**config.mk**
```make
export PLATFORM = sky130hd
export DESIGN_NAME = bus_fabric_qos_write_guard
export DESIGN_NICKNAME = d
export VERILOG_FILES = /design/src/shared/bus_fabric_pkg.sv /design/src/rtl/sram_qos_arbiter.sv /design/src/rtl/peripheral_write_guard.sv /design/src/rtl/bus_fabric_qos_write_guard.sv
export VERILOG_INCLUDE_DIRS = /design/src /design/src/shared
export SDC_FILE = /design/constraint.sdc
export NUM_CORES = 2
export LEC_CHECK = 0
export BUFFER_PORTS_ARGS = -buffer_cell sky130_fd_sc_hd__buf_4
export CELL_PAD_IN_SITES_DETAIL_PLACEMENT = 1
export CELL_PAD_IN_SITES_GLOBAL_PLACEMENT = 2
export CORE_MARGIN = 10
export CORE_UTILIZATION = 28
export DETAILED_ROUTE_END_ITERATION = 6
export GPL_ROUTABILITY_DRIVEN = 0
export PLACE_DENSITY_LB_ADDON = 0.1
export RECOVER_POWER = 100
export SLEW_MARGIN = 40
export SYNTH_ARGS = -nofsm -noshare
export SYNTH_HDL_FRONTEND = slang
export SYNTH_SLANG_ARGS = --single-unit
```
**constraint.sdc**
```tcl
create_clock -name i_clk -period 6.7 [get_ports i_clk]
set_clock_uncertainty 0.1 [all_clocks]
set_input_delay 0 -clock i_clk [delete_from_list [all_inputs] [get_ports i_clk]]
set_output_delay 0 -clock i_clk [all_outputs]
set_load 0.01 [all_outputs]
```
**src/shared/bus_fabric_defines.svh**
```systemverilog
`ifndef BUS_FABRIC_DEFINES_SVH
`define BUS_FABRIC_DEFINES_SVH
// Master indices on the crossbar
`define MST_CPU         2'h0
`define MST_DEBUG       2'h1
`define MST_DMA         2'h2
// Slave indices on the crossbar
`define SLV_FLASH       3'h0
`define SLV_SRAM_CPU    3'h4
// SRAM ports reached directly
`define PORT_TRACE      3'h0
`define PORT_DIRECT_TOP 3'h3
// Priority level codes
`define QOS_BACKGROUND  2'h0
`define QOS_BANDWIDTH   2'h1
`define QOS_LATENCY     2'h2
`define QOS_CRITICAL    2'h3
`define QOS_TRACE       2'h3
`define QOS_DEBUG       2'h1
// Processor priority level register
`define QOS_CPU_ADDR    32'h4100_7110
`define QOS_CPU_RESET   2'h0
// Address map
`define REGION_FLASH    3'h0
`define REGION_SRAM     3'h1
`define BRIDGE_TOP      6'h10
// Guard views, word index inside peripheral slot 0
`define GUARD_CLR_WORD  8'h00
`define GUARD_SET_WORD  8'h01
`define PROT0_RESET     32'h0000_0000
`define PROT0_MASK      32'h0000_007e
`define PROT1_RESET     32'h0000_0002
`define PROT1_MASK      32'h0000_005e
`define PROT2_RESET     32'h0010_0000
`define PROT2_MASK      32'h001f_fffe
// Transfer sizes and protection attribute
`define SIZE_BYTE       2'h0
`define SIZE_HALF       2'h1
`define PPROT_DATA      3'h1
`endif

```
**src/shared/bus_fabric_pkg.sv**
```systemverilog
package bus_fabric_pkg;
  typedef struct packed {
    logic        valid;
    logic        write;
    logic [1:0]  size;
    logic [31:0] addr;
    logic [31:0] wdata;
  } mreq_s;
  typedef struct packed {
    logic        ready;
    logic        err;
    logic [31:0] rdata;
  } mrsp_s;
  typedef struct packed {
    logic        psel;
    logic        penable;
    logic        pwrite;
    logic [2:0]  pprot;
    logic [3:0]  pstrb;
    logic [31:0] paddr;
    logic [31:0] pwdata;
  } apb_req_s;
  typedef struct packed {
    logic        pready;
    logic        pslverr;
    logic [31:0] prdata;
  } apb_rsp_s;
  typedef struct packed {
    logic        valid;
    logic [2:0]  port;
    logic [1:0]  qos;
    logic        write;
    logic [3:0]  strb;
    logic [31:0] addr;
    logic [31:0] wdata;
  } sram_cmd_s;
  typedef enum logic [2:0] {TGT_FLASH, TGT_BRIDGE, TGT_SRAM, TGT_QOS,
                            TGT_NONE} target_e;
  typedef enum logic [1:0] {OWN_IDLE, OWN_FLASH, OWN_APB,
                            OWN_GUARD} owner_e;
  typedef struct packed {
    owner_e [3:0]         slot;
    logic [3:0][1:0]      own_m;
    logic [2:0]           busy;
    logic [2:0]           swait;
    mrsp_s [2:0]          rsp;
    apb_req_s [2:0]       apb;
    mreq_s                flash;
    sram_cmd_s            sram;
    logic [3:0]           direct_gnt;
    logic [6:0]           age;
    logic [1:0]           qos_cpu;
  } fabric_state_s;
  typedef struct packed {
    logic [31:0] prot;
    logic        ack;
    logic        err;
    logic [31:0] rdata;
  } guard_state_s;
endpackage : bus_fabric_pkg

```
**src/rtl/sram_qos_arbiter.sv**
```systemverilog
`timescale 1ns/1ps
module sram_qos_arbiter (
  input  wire logic [6:0]      i_req,
  input  wire logic [6:0][1:0] i_qos,
  output      logic            o_gnt_valid,
  output      logic [2:0]      o_gnt_port
);
  logic [1:0] best_q;  // Highest level seen so far

  // Walk from the top port down so an equal level at a lower port wins
  always_comb begin
    best_q      = 2'h0;
    o_gnt_valid = 1'b0;
    o_gnt_port  = 3'h0;
    for (int i = 6; i >= 0; i--) begin
      if (i_req[i] && (!o_gnt_valid || i_qos[i] >= best_q)) begin
        o_gnt_valid = 1'b1;
        best_q      = i_qos[i];
        o_gnt_port  = 3'(i);
      end
    end
  end
endmodule : sram_qos_arbiter

```
**src/rtl/peripheral_write_guard.sv**
```systemverilog
`timescale 1ns/1ps
module peripheral_write_guard #(
  parameter logic [31:0] RESET_PROT = 32'h0000_0000,
  parameter logic [31:0] MASK       = 32'h0000_0000
) (
  input  wire logic        i_clk,
  input  wire logic        i_srst,
  input  wire logic        i_clk_en,  // Guard peripheral clock running
  input  wire logic        i_acc,     // Access to a view this cycle
  input  wire logic        i_write,
  input  wire logic        i_set,     // Set view, else clear view
  input  wire logic [31:0] i_wdata,
  input  wire logic [3:0]  i_strb,
  output      logic [31:0] o_prot,
  output      logic        o_ack,
  output      logic        o_err,
  output      logic [31:0] o_rdata
);
  bus_fabric_pkg::guard_state_s st;       // Current state
  bus_fabric_pkg::guard_state_s next_st;  // Next state
  logic [31:0] bits;                      // Ones written, lanes masked

  // Both views act on one protect word
  always_comb begin
    next_st       = st;
    next_st.ack   = i_acc;
    next_st.err   = 1'b0;
    next_st.rdata = 32'h0;
    bits = i_wdata & MASK & {{8{i_strb[3]}}, {8{i_strb[2]}},
                             {8{i_strb[1]}}, {8{i_strb[0]}}};
    // A stopped clock freezes the bits; the access is still answered
    if (i_acc && i_clk_en) begin
      if (!i_write) begin
        next_st.rdata = st.prot;
      end else if (i_set) begin
        next_st.err  = |(bits & st.prot);
        next_st.prot = st.prot | bits;
      end else begin
        next_st.err  = |(bits & ~st.prot);
        next_st.prot = st.prot & ~bits;
      end
    end
  end

  // State register
  always_ff @(posedge i_clk) begin
    if (i_srst) begin
      st      <= '0;
      st.prot <= RESET_PROT;
    end else begin
      st <= next_st;
    end
  end

  assign o_prot  = st.prot;
  assign o_ack   = st.ack;
  assign o_err   = st.err;
  assign o_rdata = st.rdata;
endmodule : peripheral_write_guard

```
**src/rtl/bus_fabric_qos_write_guard.sv**
```systemverilog
`timescale 1ns/1ps
`include "bus_fabric_defines.svh"
// Operation
// - Masters: processor 0, debug 1, DMA 2
// - Seven slaves: flash, three bridges, SRAM ports
// - SRAM ports 0-3 direct, 4-6 via crossbar
// - Every SRAM request carries its master's level
// - Two-bit level codes background to critical
// - Levels 0 and 1 add one cycle
// - Higher level wins, then lowest port
// - Trace fixed level 3, debug fixed 1
// - Processor level register, bits 1:0, reset 0
// - Bridge with waits, errors, protection attributes
// - Byte, half, word; strobes on reads too
// - Setup and access merged in one cycle
// - No transfers while bridge clock is off
// - One guard per bridge, bit per peripheral
// - Guard works only while its clock runs
// - Debugger writes ignore write protection
// - Clear view one clears protect bit
// - Set view one sets protect bit
// - Both views read the protect bits
// - Protected write dropped, error returned
// - Double protect or unprotect gives error
// - Writing zero leaves protect bit unchanged
// - Reserved protect bits read as zero
module bus_fabric_qos_write_guard (
  input  wire logic                           i_clk,
  input  wire logic                           i_srst,
  input  wire bus_fabric_pkg::mreq_s [2:0]    i_mreq,
  output      bus_fabric_pkg::mrsp_s [2:0]    o_mrsp,
  input  wire logic [1:0]                     i_dma_qos,
  input  wire logic [3:0]                     i_direct_req,
  output      logic [3:0]                     o_direct_gnt,
  output      bus_fabric_pkg::sram_cmd_s      o_sram,
  input  wire logic [31:0]                    i_sram_rdata,
  output      bus_fabric_pkg::mreq_s          o_flash,
  input  wire bus_fabric_pkg::mrsp_s          i_flash,
  output      bus_fabric_pkg::apb_req_s [2:0] o_apb,
  input  wire bus_fabric_pkg::apb_rsp_s [2:0] i_apb,
  input  wire logic [2:0]                     i_bridge_clk_en,
  input  wire logic [2:0]                     i_guard_clk_en
);
  bus_fabric_pkg::fabric_state_s st;       // All registered state
  bus_fabric_pkg::fabric_state_s next_st;  // Its next value

  logic [6:0]       sram_req;   // Ports asking for the SRAM
  logic [6:0][1:0]  sram_qos;   // Level carried by each port
  logic [6:0]       elig;       // Ports allowed to win this cycle
  logic             gnt_valid;  // Arbiter found a winner
  logic [2:0]       gnt_port;   // Winning port

  logic [2:0]       g_acc;      // Guard view accessed
  logic [2:0]       g_set;      // Set view selected
  logic [2:0][31:0] g_prot;     // Protect bits per bridge
  logic [2:0]       g_ack;      // Guard answer ready
  logic [2:0]       g_err;      // Guard refused the write
  logic [2:0][31:0] g_rdata;    // Guard read data
  bus_fabric_pkg::mreq_s [2:0] g_req;  // Request routed to a guard

  // Coarse address decode; the level register sits inside bridge space
  function automatic bus_fabric_pkg::target_e decode(
    input logic [31:0] addr
  );
    if (addr == `QOS_CPU_ADDR) begin
      decode = bus_fabric_pkg::TGT_QOS;
    end else if (addr[31:29] == `REGION_FLASH) begin
      decode = bus_fabric_pkg::TGT_FLASH;
    end else if (addr[31:29] == `REGION_SRAM) begin
      decode = bus_fabric_pkg::TGT_SRAM;
    end else if (addr[31:26] == `BRIDGE_TOP && addr[25:24] != 2'h3) begin
      decode = bus_fabric_pkg::TGT_BRIDGE;
    end else begin
      decode = bus_fabric_pkg::TGT_NONE;
    end
  endfunction : decode

  // Byte lanes from size and low address bits
  function automatic logic [3:0] lane_strobe(
    input logic [1:0] size,
    input logic [1:0] lo
  );
    case (size)
      `SIZE_BYTE: lane_strobe = 4'h1 << lo;
      `SIZE_HALF: lane_strobe = 4'h3 << {lo[1], 1'b0};
      default:    lane_strobe = 4'hf;
    endcase
  endfunction : lane_strobe

  // SRAM requests and their levels, kept apart from the main
  // process so the arbiter sits in no combinational loop
  always_comb begin
    sram_req = '0;
    sram_req[3:0] = i_direct_req & ~st.direct_gnt;
    // Fixed levels for trace and debug, DMA level from its own control
    sram_qos[0] = `QOS_TRACE;
    sram_qos[1] = `QOS_BACKGROUND;  // Unused port
    sram_qos[2] = i_dma_qos;
    sram_qos[3] = i_dma_qos;
    sram_qos[4] = st.qos_cpu;
    sram_qos[5] = i_dma_qos;
    sram_qos[6] = `QOS_DEBUG;
    // Crossbar ports: processor 4, DMA data 5, debug unit 6
    for (int m = 0; m < 3; m++) begin
      sram_req[(m == 0) ? 4 : 7 - m] = i_mreq[m].valid && !st.busy[m] &&
                        !st.rsp[m].ready &&
                        decode(i_mreq[m].addr) == bus_fabric_pkg::TGT_SRAM;
    end
    // Low levels wait at least one cycle before they may win
    for (int i = 0; i < 7; i++) begin
      elig[i] = sram_req[i] && (sram_qos[i][1] || st.age[i]);
    end
  end

  sram_qos_arbiter u_arb (
    .i_req       (elig),
    .i_qos       (sram_qos),
    .o_gnt_valid (gnt_valid),
    .o_gnt_port  (gnt_port)
  );

  // One guard per bridge, each with its own reset pattern
  for (genvar b = 0; b < 3; b++) begin : g_guard
    localparam logic [31:0] RST = (b == 0) ? `PROT0_RESET :
                                  (b == 1) ? `PROT1_RESET : `PROT2_RESET;
    localparam logic [31:0] MSK = (b == 0) ? `PROT0_MASK :
                                  (b == 1) ? `PROT1_MASK : `PROT2_MASK;
    peripheral_write_guard #(
      .RESET_PROT (RST),
      .MASK       (MSK)
    ) u_guard (
      .i_clk    (i_clk),
      .i_srst   (i_srst),
      .i_clk_en (i_guard_clk_en[b]),
      .i_acc    (g_acc[b]),
      .i_write  (g_req[b].write),
      .i_set    (g_set[b]),
      .i_wdata  (g_req[b].wdata),
      .i_strb   (lane_strobe(g_req[b].size, g_req[b].addr[1:0])),
      .o_prot   (g_prot[b]),
      .o_ack    (g_ack[b]),
      .o_err    (g_err[b]),
      .o_rdata  (g_rdata[b])
    );
  end

  // Main process: completions first, then new accepts, then SRAM grant
  always_comb begin
    logic [3:0]  taken;  // Slave slots claimed this cycle
    logic [1:0]  b;      // Bridge index of a request
    logic [4:0]  pidx;   // Peripheral slot behind a bridge
    logic [1:0]  mm;     // Master behind a granted SRAM port
    bus_fabric_pkg::mreq_s rq;
    taken = '0;
    b     = 2'h0;
    pidx  = 5'h0;
    mm    = 2'h0;
    rq    = '0;
    next_st            = st;
    next_st.direct_gnt = '0;
    next_st.sram.valid = 1'b0;
    next_st.swait      = '0;
    next_st.rsp        = '0;
    g_acc = '0;
    g_set = '0;
    g_req = '0;

    // SRAM data comes back the cycle after the grant
    for (int m = 0; m < 3; m++) begin
      if (st.swait[m]) begin
        next_st.rsp[m] = '{ready: 1'b1, err: 1'b0, rdata: i_sram_rdata};
        next_st.busy[m] = 1'b0;
      end
    end

    // Flash answer ends the owning master's transfer
    if (st.slot[0] == bus_fabric_pkg::OWN_FLASH && i_flash.ready) begin
      next_st.rsp[st.own_m[0]]       = i_flash;
      next_st.busy[st.own_m[0]]      = 1'b0;
      next_st.slot[0]                = bus_fabric_pkg::OWN_IDLE;
      next_st.flash.valid            = 1'b0;
    end

    // Bridge completions; a gated bridge clock holds the APB transfer still, not the guard answer
    for (int k = 0; k < 3; k++) begin
      if (st.slot[k + 1] == bus_fabric_pkg::OWN_APB && i_bridge_clk_en[k]
          && i_apb[k].pready) begin
        next_st.rsp[st.own_m[k + 1]] = '{ready: 1'b1,
                                         err:   i_apb[k].pslverr,
                                         rdata: i_apb[k].prdata};
        next_st.busy[st.own_m[k + 1]] = 1'b0;
        next_st.slot[k + 1]           = bus_fabric_pkg::OWN_IDLE;
        next_st.apb[k].psel           = 1'b0;
        next_st.apb[k].penable        = 1'b0;
      end
      if (st.slot[k + 1] == bus_fabric_pkg::OWN_GUARD && g_ack[k]) begin
        // Double protect or unprotect shows as a bus error
        next_st.rsp[st.own_m[k + 1]] = '{ready: 1'b1, err: g_err[k],
                                         rdata: g_rdata[k]};
        next_st.busy[st.own_m[k + 1]] = 1'b0;
        next_st.slot[k + 1]           = bus_fabric_pkg::OWN_IDLE;
      end
    end

    // New requests; a lower master index claims a free slave first
    for (int m = 0; m < 3; m++) begin
      for (int s = 0; s < 4; s++) begin
        taken[s] = taken[s] || st.slot[s] != bus_fabric_pkg::OWN_IDLE;
      end
      rq = i_mreq[m];
      if (rq.valid && !st.busy[m] && !st.rsp[m].ready) begin
        case (decode(rq.addr))
          bus_fabric_pkg::TGT_QOS: begin
            // Local register, answered next cycle with no wait
            next_st.rsp[m] = '{ready: 1'b1, err: 1'b0,
                               rdata: {30'h0, st.qos_cpu}};
            if (rq.write && lane_strobe(rq.size, rq.addr[1:0]) != 4'h0
                && lane_strobe(rq.size, rq.addr[1:0]) ==
                   (lane_strobe(rq.size, rq.addr[1:0]) | 4'h1)) begin
              next_st.qos_cpu = rq.wdata[1:0];
            end
          end
          bus_fabric_pkg::TGT_FLASH: begin
            if (!taken[0]) begin
              taken[0]         = 1'b1;
              next_st.slot[0]  = bus_fabric_pkg::OWN_FLASH;
              next_st.own_m[0] = 2'(m);
              next_st.busy[m]  = 1'b1;
              next_st.flash    = rq;
            end
          end
          bus_fabric_pkg::TGT_BRIDGE: begin
            b    = rq.addr[25:24];
            pidx = rq.addr[14:10];
            if (!taken[b + 2'h1] && i_bridge_clk_en[b]) begin
              taken[b + 2'h1] = 1'b1;
              if (pidx == 5'h0) begin
                // Slot 0 of each bridge holds the guard views
                g_acc[b] = rq.addr[9:2] == `GUARD_CLR_WORD ||
                           rq.addr[9:2] == `GUARD_SET_WORD;
                g_set[b] = rq.addr[9:2] == `GUARD_SET_WORD;
                g_req[b] = rq;
                if (g_acc[b]) begin
                  next_st.slot[b + 2'h1]  = bus_fabric_pkg::OWN_GUARD;
                  next_st.own_m[b + 2'h1] = 2'(m);
                  next_st.busy[m]         = 1'b1;
                end else begin
                  next_st.rsp[m] = '{ready: 1'b1, err: 1'b0,
                                     rdata: 32'h0};
                end
              end else if (rq.write && g_prot[b][pidx] &&
                           2'(m) != `MST_DEBUG) begin
                // Dropped before the peripheral sees it
                next_st.rsp[m] = '{ready: 1'b1, err: 1'b1,
                                   rdata: 32'h0};
              end else begin
                // Select and enable rise together: one-cycle transfer
                next_st.apb[b] = '{psel: 1'b1, penable: 1'b1,
                                   pwrite: rq.write,
                                   pprot:  `PPROT_DATA,
                                   pstrb:  lane_strobe(rq.size,
                                                       rq.addr[1:0]),
                                   paddr:  rq.addr,
                                   pwdata: rq.wdata};
                next_st.slot[b + 2'h1]  = bus_fabric_pkg::OWN_APB;
                next_st.own_m[b + 2'h1] = 2'(m);
                next_st.busy[m]         = 1'b1;
              end
            end
          end
          bus_fabric_pkg::TGT_SRAM: begin
            // Handled by the arbiter below
          end
          default: begin
            // Unmapped address: error, nothing forwarded
            next_st.rsp[m] = '{ready: 1'b1, err: 1'b1, rdata: 32'h0};
          end
        endcase
      end
    end

    // A waiting request ages; a grant clears its age
    for (int i = 0; i < 7; i++) begin
      next_st.age[i] = sram_req[i] &&
                       !(gnt_valid && gnt_port == 3'(i));
    end

    // SRAM grant: direct ports get a strobe, crossbar ports a command
    if (gnt_valid) begin
      next_st.sram = '{valid: 1'b1, port: gnt_port,
                       qos: sram_qos[gnt_port], write: 1'b0,
                       strb: 4'h0, addr: 32'h0,
                       wdata: 32'h0};
      if (gnt_port <= `PORT_DIRECT_TOP) begin
        next_st.direct_gnt[gnt_port[1:0]] = 1'b1;
      end else begin
        // Port 5 belongs to the DMA (master 2), port 6 to debug (master 1)
        mm = (gnt_port == `SLV_SRAM_CPU) ? 2'h0 : 2'(3'h7 - gnt_port);
        next_st.busy[mm]  = 1'b1;
        next_st.swait[mm] = 1'b1;
        next_st.sram.write = i_mreq[mm].write;
        next_st.sram.strb  = lane_strobe(i_mreq[mm].size,
                                         i_mreq[mm].addr[1:0]);
        next_st.sram.addr  = i_mreq[mm].addr;
        next_st.sram.wdata = i_mreq[mm].wdata;
      end
    end
  end

  // State register; every field resets to zero, the level register too
  always_ff @(posedge i_clk) begin
    if (i_srst) begin
      st         <= '0;
      st.qos_cpu <= `QOS_CPU_RESET;
    end else begin
      st <= next_st;
    end
  end

  // Every output is a field of the state register
  assign o_mrsp       = st.rsp;
  assign o_direct_gnt = st.direct_gnt;
  assign o_sram       = st.sram;
  assign o_flash      = st.flash;
  assign o_apb        = st.apb;
endmodule : bus_fabric_qos_write_guard

```
# Word level (Yosys, flattened, before mapping)
# Index checks and enable logic that the tools add are counted.
# word_totals
output_inout_bits,471
reg_bits,700
input_bits,386
elab_cells,728
# op_classes
n_eq_ne,47
shift,14
addsub,4
muxes,331
n_bitwise,67
reduce_logical,164
magnitude_cmp,34
# op_table
cell,n
two-way mux 222 bit,10
two-way mux 204 bit,8
two-way mux 203 bit,4
bitwise mux 102 bit,7
bitwise mux 222 bit,3
two-way mux 34 bit,19
two-way mux 102 bit,6
two-way mux 68 bit,9
two-way mux 290 bit,2
demux 74 bit (select 2 bit),3
bitwise mux 204 bit,2
demux 68 bit (select 2 bit),3
two-way mux 324 bit,1
one-hot mux 34 bit (3 select lines),3
bitwise AND 32 bit,9
demux 34 bit (select 2 bit),4
two-way mux 256 bit,1
two-way mux 74 bit,3
bitwise AND 204 bit,1
inverter 32 bit,6
OR reduction 32 bit,6
two-way mux 3 bit,56
two-way mux 32 bit,5
two-way mux 16 bit,9
68 further kinds,481

# Depth between registers and ports, before layout
# logic_depth
ltp_word,43
ltp_mapped,34
depth_no_buf,32

# Hierarchy
# A second synthesis with hierarchy kept.
# hier_totals
hier_cells,5954
area_unflattened_um2,43546.8
# modules_own_cells
mod,instances,cells_each,area_per_inst_um2,seq_area_each_um2
bus_fabric_qos_write_guard,1,5424,39295.2,10029.6
peripheral_write_guard at g_guard[2].u_guard,1,231,1874.3,840.8
peripheral_write_guard at g_guard[0].u_guard,1,116,935.9,280.3
peripheral_write_guard at g_guard[1].u_guard,1,104,895.9,240.2
sram_qos_arbiter,1,79,545.5,0.0

# Worst setup path before layout
# Ideal clock, no wire load.
# synth_timing
path_type,register to register
startpoint,reg st[484] (netlist bit)
endpoint,reg st (netlist bit o_sram[66])
n_path_buf,1
setup_slack_ns,0.045
t_required_ns,6.478
synth_period_minus_slack_ns,6.655
arrival_ns,6.433
stages_incl_launch_ff,34
setup_time_ns,0.122
path_cell_list,dfxtp_1 nor3b_1 clkbuf_1 nand4_1 inv_1 ha_1 nor2_1 a21oi_1 o22ai_1 ha_1 nand2b_1 a21oi_1 a21boi_0 nor2_1 o21a_1 ha_1 nand2b_1 a21oi_1 o31ai_1 nand2_1 o211ai_1 nand2_1 ha_1 nand2b_1 a21oi_1 o31a_1 a2bb2oi_1 o31a_1 mux2i_1 a211oi_1 and2_1 a221o_1 nand2_1 a221o_1
# synth_via
elab_chain_len,37
word_cells_on_any_way,61
classes_between,1 x add/sub; 7 x order compare; 2 x eq/ne; 2 x shift; 25 x mux; 24 x reduce/logical
# synth_lines
item,line,source
from (decl),bus_fabric_qos_write_guard.sv:44,bus_fabric_pkg::fabric_state_s st;
from (signal assigned),bus_fabric_qos_write_guard.sv:316,st <= next_st;
logical NOT 1 bit (*),bus_fabric_qos_write_guard.sv:105,sram_req[(m == 0) ? 4 : 7 - m] = i_mreq[m].valid && !st.busy[m] &&
logical AND 1 bit (*) (2 in a row),bus_fabric_qos_write_guard.sv:105,
logical AND 1 bit (*),bus_fabric_qos_write_guard.sv:106,!st.rsp[m].ready &&
logical AND 1 bit (*),bus_fabric_qos_write_guard.sv:111,elig[i] = sram_req[i] && (sram_qos[i][1] || st.age[i]);
two-way mux 1 bit,sram_qos_arbiter.sv:16,if (i_req[i] && (!o_gnt_valid || i_qos[i] >= best_q)) begin
>= comparator 2 x 1 -> 1 bit or logical NOT 1 bit (tied branches),sram_qos_arbiter.sv:16,
logical OR 1 bit,sram_qos_arbiter.sv:16,
logical AND 1 bit,sram_qos_arbiter.sv:16,
[20 not listed],-,
two-way mux 3 bit,sram_qos_arbiter.sv:16,
subtractor 2 bit or == test 3 bit (tied branches),-,
two-way mux 2 bit,bus_fabric_qos_write_guard.sv:298,mm = (gnt_port == `SLV_SRAM_CPU) ? 2'h0 : 2'(3'h7 - gnt_port);
binary-select mux 68 bit (select 2 bit),"bus_fabric_qos_write_guard.sv:302, bus_fabric_qos_write_guard.sv:303",
two-way mux 67 bit,-,
"<< shifter 2 x 2 -> 4 bit, or another cell as far along",bus_fabric_qos_write_guard.sv:85,"`SIZE_HALF: lane_strobe = 4'h3 << {lo[1], 1'b0};"
one-hot mux 4 bit (2 select lines),bus_fabric_qos_write_guard.sv:83,case (size)
two-way mux 69 bit,bus_fabric_qos_write_guard.sv:294,if (gnt_port <= `PORT_DIRECT_TOP) begin
# Every way passes the cells marked *; elsewhere a longest branch is shown, timed or not. The select of a mux whose other input is x is not followed.
# A chain may end at the register's enable or synchronous reset.

# Final worst setup path
# layout_timing
startpoint,in i_mreq[57] (netlist bit)
endpoint,reg st (netlist bit o_apb[193])
# layout_via
elab_chain_len,26
word_cells_on_any_way,75
classes_between,1 x add/sub; 4 x order compare; 3 x eq/ne; 46 x mux; 2 x bitwise; 19 x reduce/logical
# layout_lines
item,line,source
from (decl),bus_fabric_qos_write_guard.sv:30,"input wire bus_fabric_pkg::mreq_s [2:0] i_mreq,"
branches (longest 25 deep; another with less-than comparator 2 x 3 -> 1 bit),-,
two-way mux 290 bit (*),bus_fabric_qos_write_guard.sv:211,if (rq.valid && !st.busy[m] && !st.rsp[m].ready) begin
# Mark *: on every way between the ends. The select of a mux whose other input is x is not followed.

==> results.sh <==
export IMPL_status="finished with violations"
export IMPL_violations="capacitance limit, slew limit"
export IMPL_tightest_slew_ns=4.21
export IMPL_multi_input_area_um2=20700
export IMPL_mappedNetlistNets=5260
export IMPL_finalCritPeriodShare_pct=96.0
export IMPL_reg2reg_to="o_sram[66]"
export IMPL_drt_wl_total_mm=235
export IMPL_nNetsFinal=5952
export IMPL_cts_max_level=3
export IMPL_layout_common_cells="nand2_1, dfxtp_1, clkbuf_1"
export IMPL_crit_required_ns=7.21
export IMPL_final_common_cell="nand2_1"
export IMPL_drive_gt1_share_pct=13.7
export IMPL_initial_core_util_pct=28.1
export IMPL_die_w_um=383
export IMPL_worstSetupEndpointType="flip-flop"
export IMPL_fp_row_count=133
export IMPL_cts_buffers=75
export IMPL_firstDrtPassIters=6
export IMPL_wire_per_inst_um=31.9
export IMPL_port_buffers=856
export IMPL_period_minus_slack_ns=6.43
export IMPL_critPathKind="in -> reg"
export IMPL_cp_arrival_ns=6.94
export IMPL_drt_iter0_markers=3568
export IMPL_hp_start="i_apb[10]"
export IMPL_ys_flop_type="dfxtp_1"
export IMPL_cts_sinks=569
export IMPL_cts_tree="done"
export IMPL_drv_cap=5
export IMPL_first_global_vias=42570
export IMPL_hold_depth=6
export IMPL_peakVddDrop_mv=0.150
export IMPL_synth_top_area_share_pct=30.9
export IMPL_hpwl_mm=168
export IMPL_fill_cells=15807
export IMPL_hp_class="in -> reg"
export IMPL_ff2ff_setup_slack_ns=0.36
export IMPL_dp_cells=6739
export IMPL_cts_max_path_buffers=3
export IMPL_clkLatencyLatePin_ns=0.67
export IMPL_grt_max_degree=133
export IMPL_antenna_left=0
export IMPL_ys_types=86
export IMPL_min_to="o_mrsp[10]"
export IMPL_clk_pin_slew_worst_paths_ns=0.07
export IMPL_avgSynthCellArea_um2=7.60
export IMPL_yosys_register_bits=569
export IMPL_core_um2=131000
export IMPL_remaining_drc_errors=0
export IMPL_die_area_um2=147000
export IMPL_die_height_um=383
export IMPL_ys_seq_area_share_pct=30.9
export IMPL_grt_pass1_wl_mm=330
export IMPL_finalSetupViolCount=0
export IMPL_post_route_util_pct=36.4
export IMPL_crit_path_start_kind="input port"
export IMPL_yosys_warnings=0
export IMPL_hold_viol=0
export IMPL_synth_top_area_cell="dfxtp_1"
export IMPL_p_leak_nw=18.8
export IMPL_grt_ovfl_total=0
export IMPL_synth_area_leaders="dfxtp_1, buf_4, mux2i_1"
export IMPL_synth_edf_count=0
export IMPL_antenna_found_initial=21
export IMPL_io_pins=857
export IMPL_layout_cells_non_filler=7372
export IMPL_drv_slew=329
export IMPL_p_per_area_nw_per_um2=191
export IMPL_avgViaCountPerCell=5.68
export IMPL_holdWs_ns=0.0557
export IMPL_ys_async_sr_fraction_pct=0
export IMPL_synthToLayoutAreaGrowth_pct=29.4
export IMPL_synth_area_um2=36900
export IMPL_dr_total_vias=41862
export IMPL_crit_fanout=39
export IMPL_worstRegToRegCells=28
export IMPL_p_total_mw=9.13
export IMPL_grt_total_usage_pct=30.3
export IMPL_final_seq_area_um2=11400
export IMPL_max_clock_freq_ghz=0.155
export IMPL_r2r_start="st[485]"
export IMPL_syn_inst=4854
export IMPL_cts_root_buffer="clkbuf_16"
export IMPL_slew_headroom_pct=-181
-- through the flow --
| stage | cell area, um2 | TNS, ns | setup slack, ns |
|---|---|---|---|
| 2_1_floorplan | 36900 | 0 | 0.0454 |
| 3_3_place_gp | 42100 | -0.0461 | -0.0461 |
| 3_5_place_dp | 42100 | -0.404 | -0.175 |
| 4_1_cts | 49400 | 0 | 0.0499 |
| 5_1_grt | 47700 | -0.00115 | -0.00115 |
| 6_report | 47700 | 0 | 0.268 |
-- power breakdown --
part | internal, mW | leakage [nW] | switching, mW
sequential | 3.42 | 4.59 | 0.0296
clock | 2.56 | 1.26 | 1.75
combinational | 0.550 | 12.9 | 0.814
-- state kept, by name (all words and copies together) (netlist names), named ones only --
register / count
g_guard.u_guard.o_ack: 3
g_guard.u_guard.o_err: 3
g_guard.u_guard.o_rdata: 31
o_apb: 222
o_direct_gnt: 4
o_flash: 68
o_mrsp: 102
o_sram: 75
sram_qos: 2
st: 28
-- logic make-up after synthesis --
kind of cell | synth area share (%)
AOI/OAI and AO/OA | 23.6
buffers and inverters | 14.3
and+or+nand+nor | 21.4
adders and majority gates | 0.678
DFF | 30.9
muxes | 9.21
-- worst max path at each step --
stage / end / slack [ns] / startpoint
floorplan: o_sram[66] / 0.05 / st[484]
global route: o_sram[67] / -0.001 / st[485]
global placement: o_sram[67] / -0.05 / st[485]
finish: o_apb[193] / 0.27 / i_mreq[57]
detailed placement: o_sram[67] / -0.17 / st[484]
CTS: o_sram[67] / 0.05 / st[485]
-- routing by layer --
metal / global-route usage (%) / share of wire (%) / vias to the layer above / routed length, um
met5: 0 / 0.039 / - / 92
met2: 49.9 / 46 / 1769 / 109000
met1: 38.6 / 42 / 21139 / 99700
met3: 6.56 / 7.3 / 365 / 17100
li1: - / - / 18573 / -
met4: 11.1 / 3.9 / 16 / 9240
-- cell usage after synthesis (11+ instances only) --
master	instances
a211oi_1	108
a21oi_1	211
a221o_1	26
a221oi_1	51
a222oi_1	31
a22o_1	53
a22oi_1	45
a31oi_1	48
a32oi_1	12
and2_1	57
and3_1	54
buf_1	46
buf_4	471
clkbuf_1	336
dfxtp_1	569
ha_1	20
inv_1	63
mux2_2	14
mux2i_1	304
nand2_1	646
nand2b_1	18
nand3_1	175
nand4_1	25
nor2_1	404
nor2b_1	19
nor3_1	141
nor4_1	28
nor4b_1	16
o211ai_1	76
o21ai_0	282
o22ai_1	199
o311ai_0	11
o31ai_1	31
or2_2	16
or3_1	27
or4_1	30
-- what timing repair did --
item                                    4_1_cts  5_1_grt
resized for setup                             3       24
cloned                                        0        0
buffers inserted                              1       10
pin swaps                                     1       13
hold endpoints to repair                    524        1
endpoints found under the setup margin        4       82
hold buffers                                474        1
-- critical path, stage by stage --
cell	delay, ns
dlygate4sd3_1	0.54
buf_4	0.23
inv_1	0.26
ha_1	0.40
nor4b_1	0.28
nand3_1	0.26
o2111ai_1	1.07
a311oi_1	0.13
buf_4	0.27
or4b_4	0.58
a211oi_4	0.51
nor4_1	0.11
buf_4	0.22
nand3_4	0.43
nand2_4	0.45
buf_12	0.39
o22ai_1	0.16
dlygate4sd3_1	0.57
-- layout make-up --
type | instances | area share [%]
Antenna cell | 15 | 0.0786
Clock buffer | 105 | 4.53
Clock inverter | 28 | 0.834
Inverter | 65 | 0.516
Multi-Input combinational cell | 3357 | 43.3
Sequential cell | 569 | 23.9
Tap cell | 1755 | 4.60
Timing Repair Buffer | 1478 | 22.3
No activity file was read; power rests on OpenSTA's default activity.
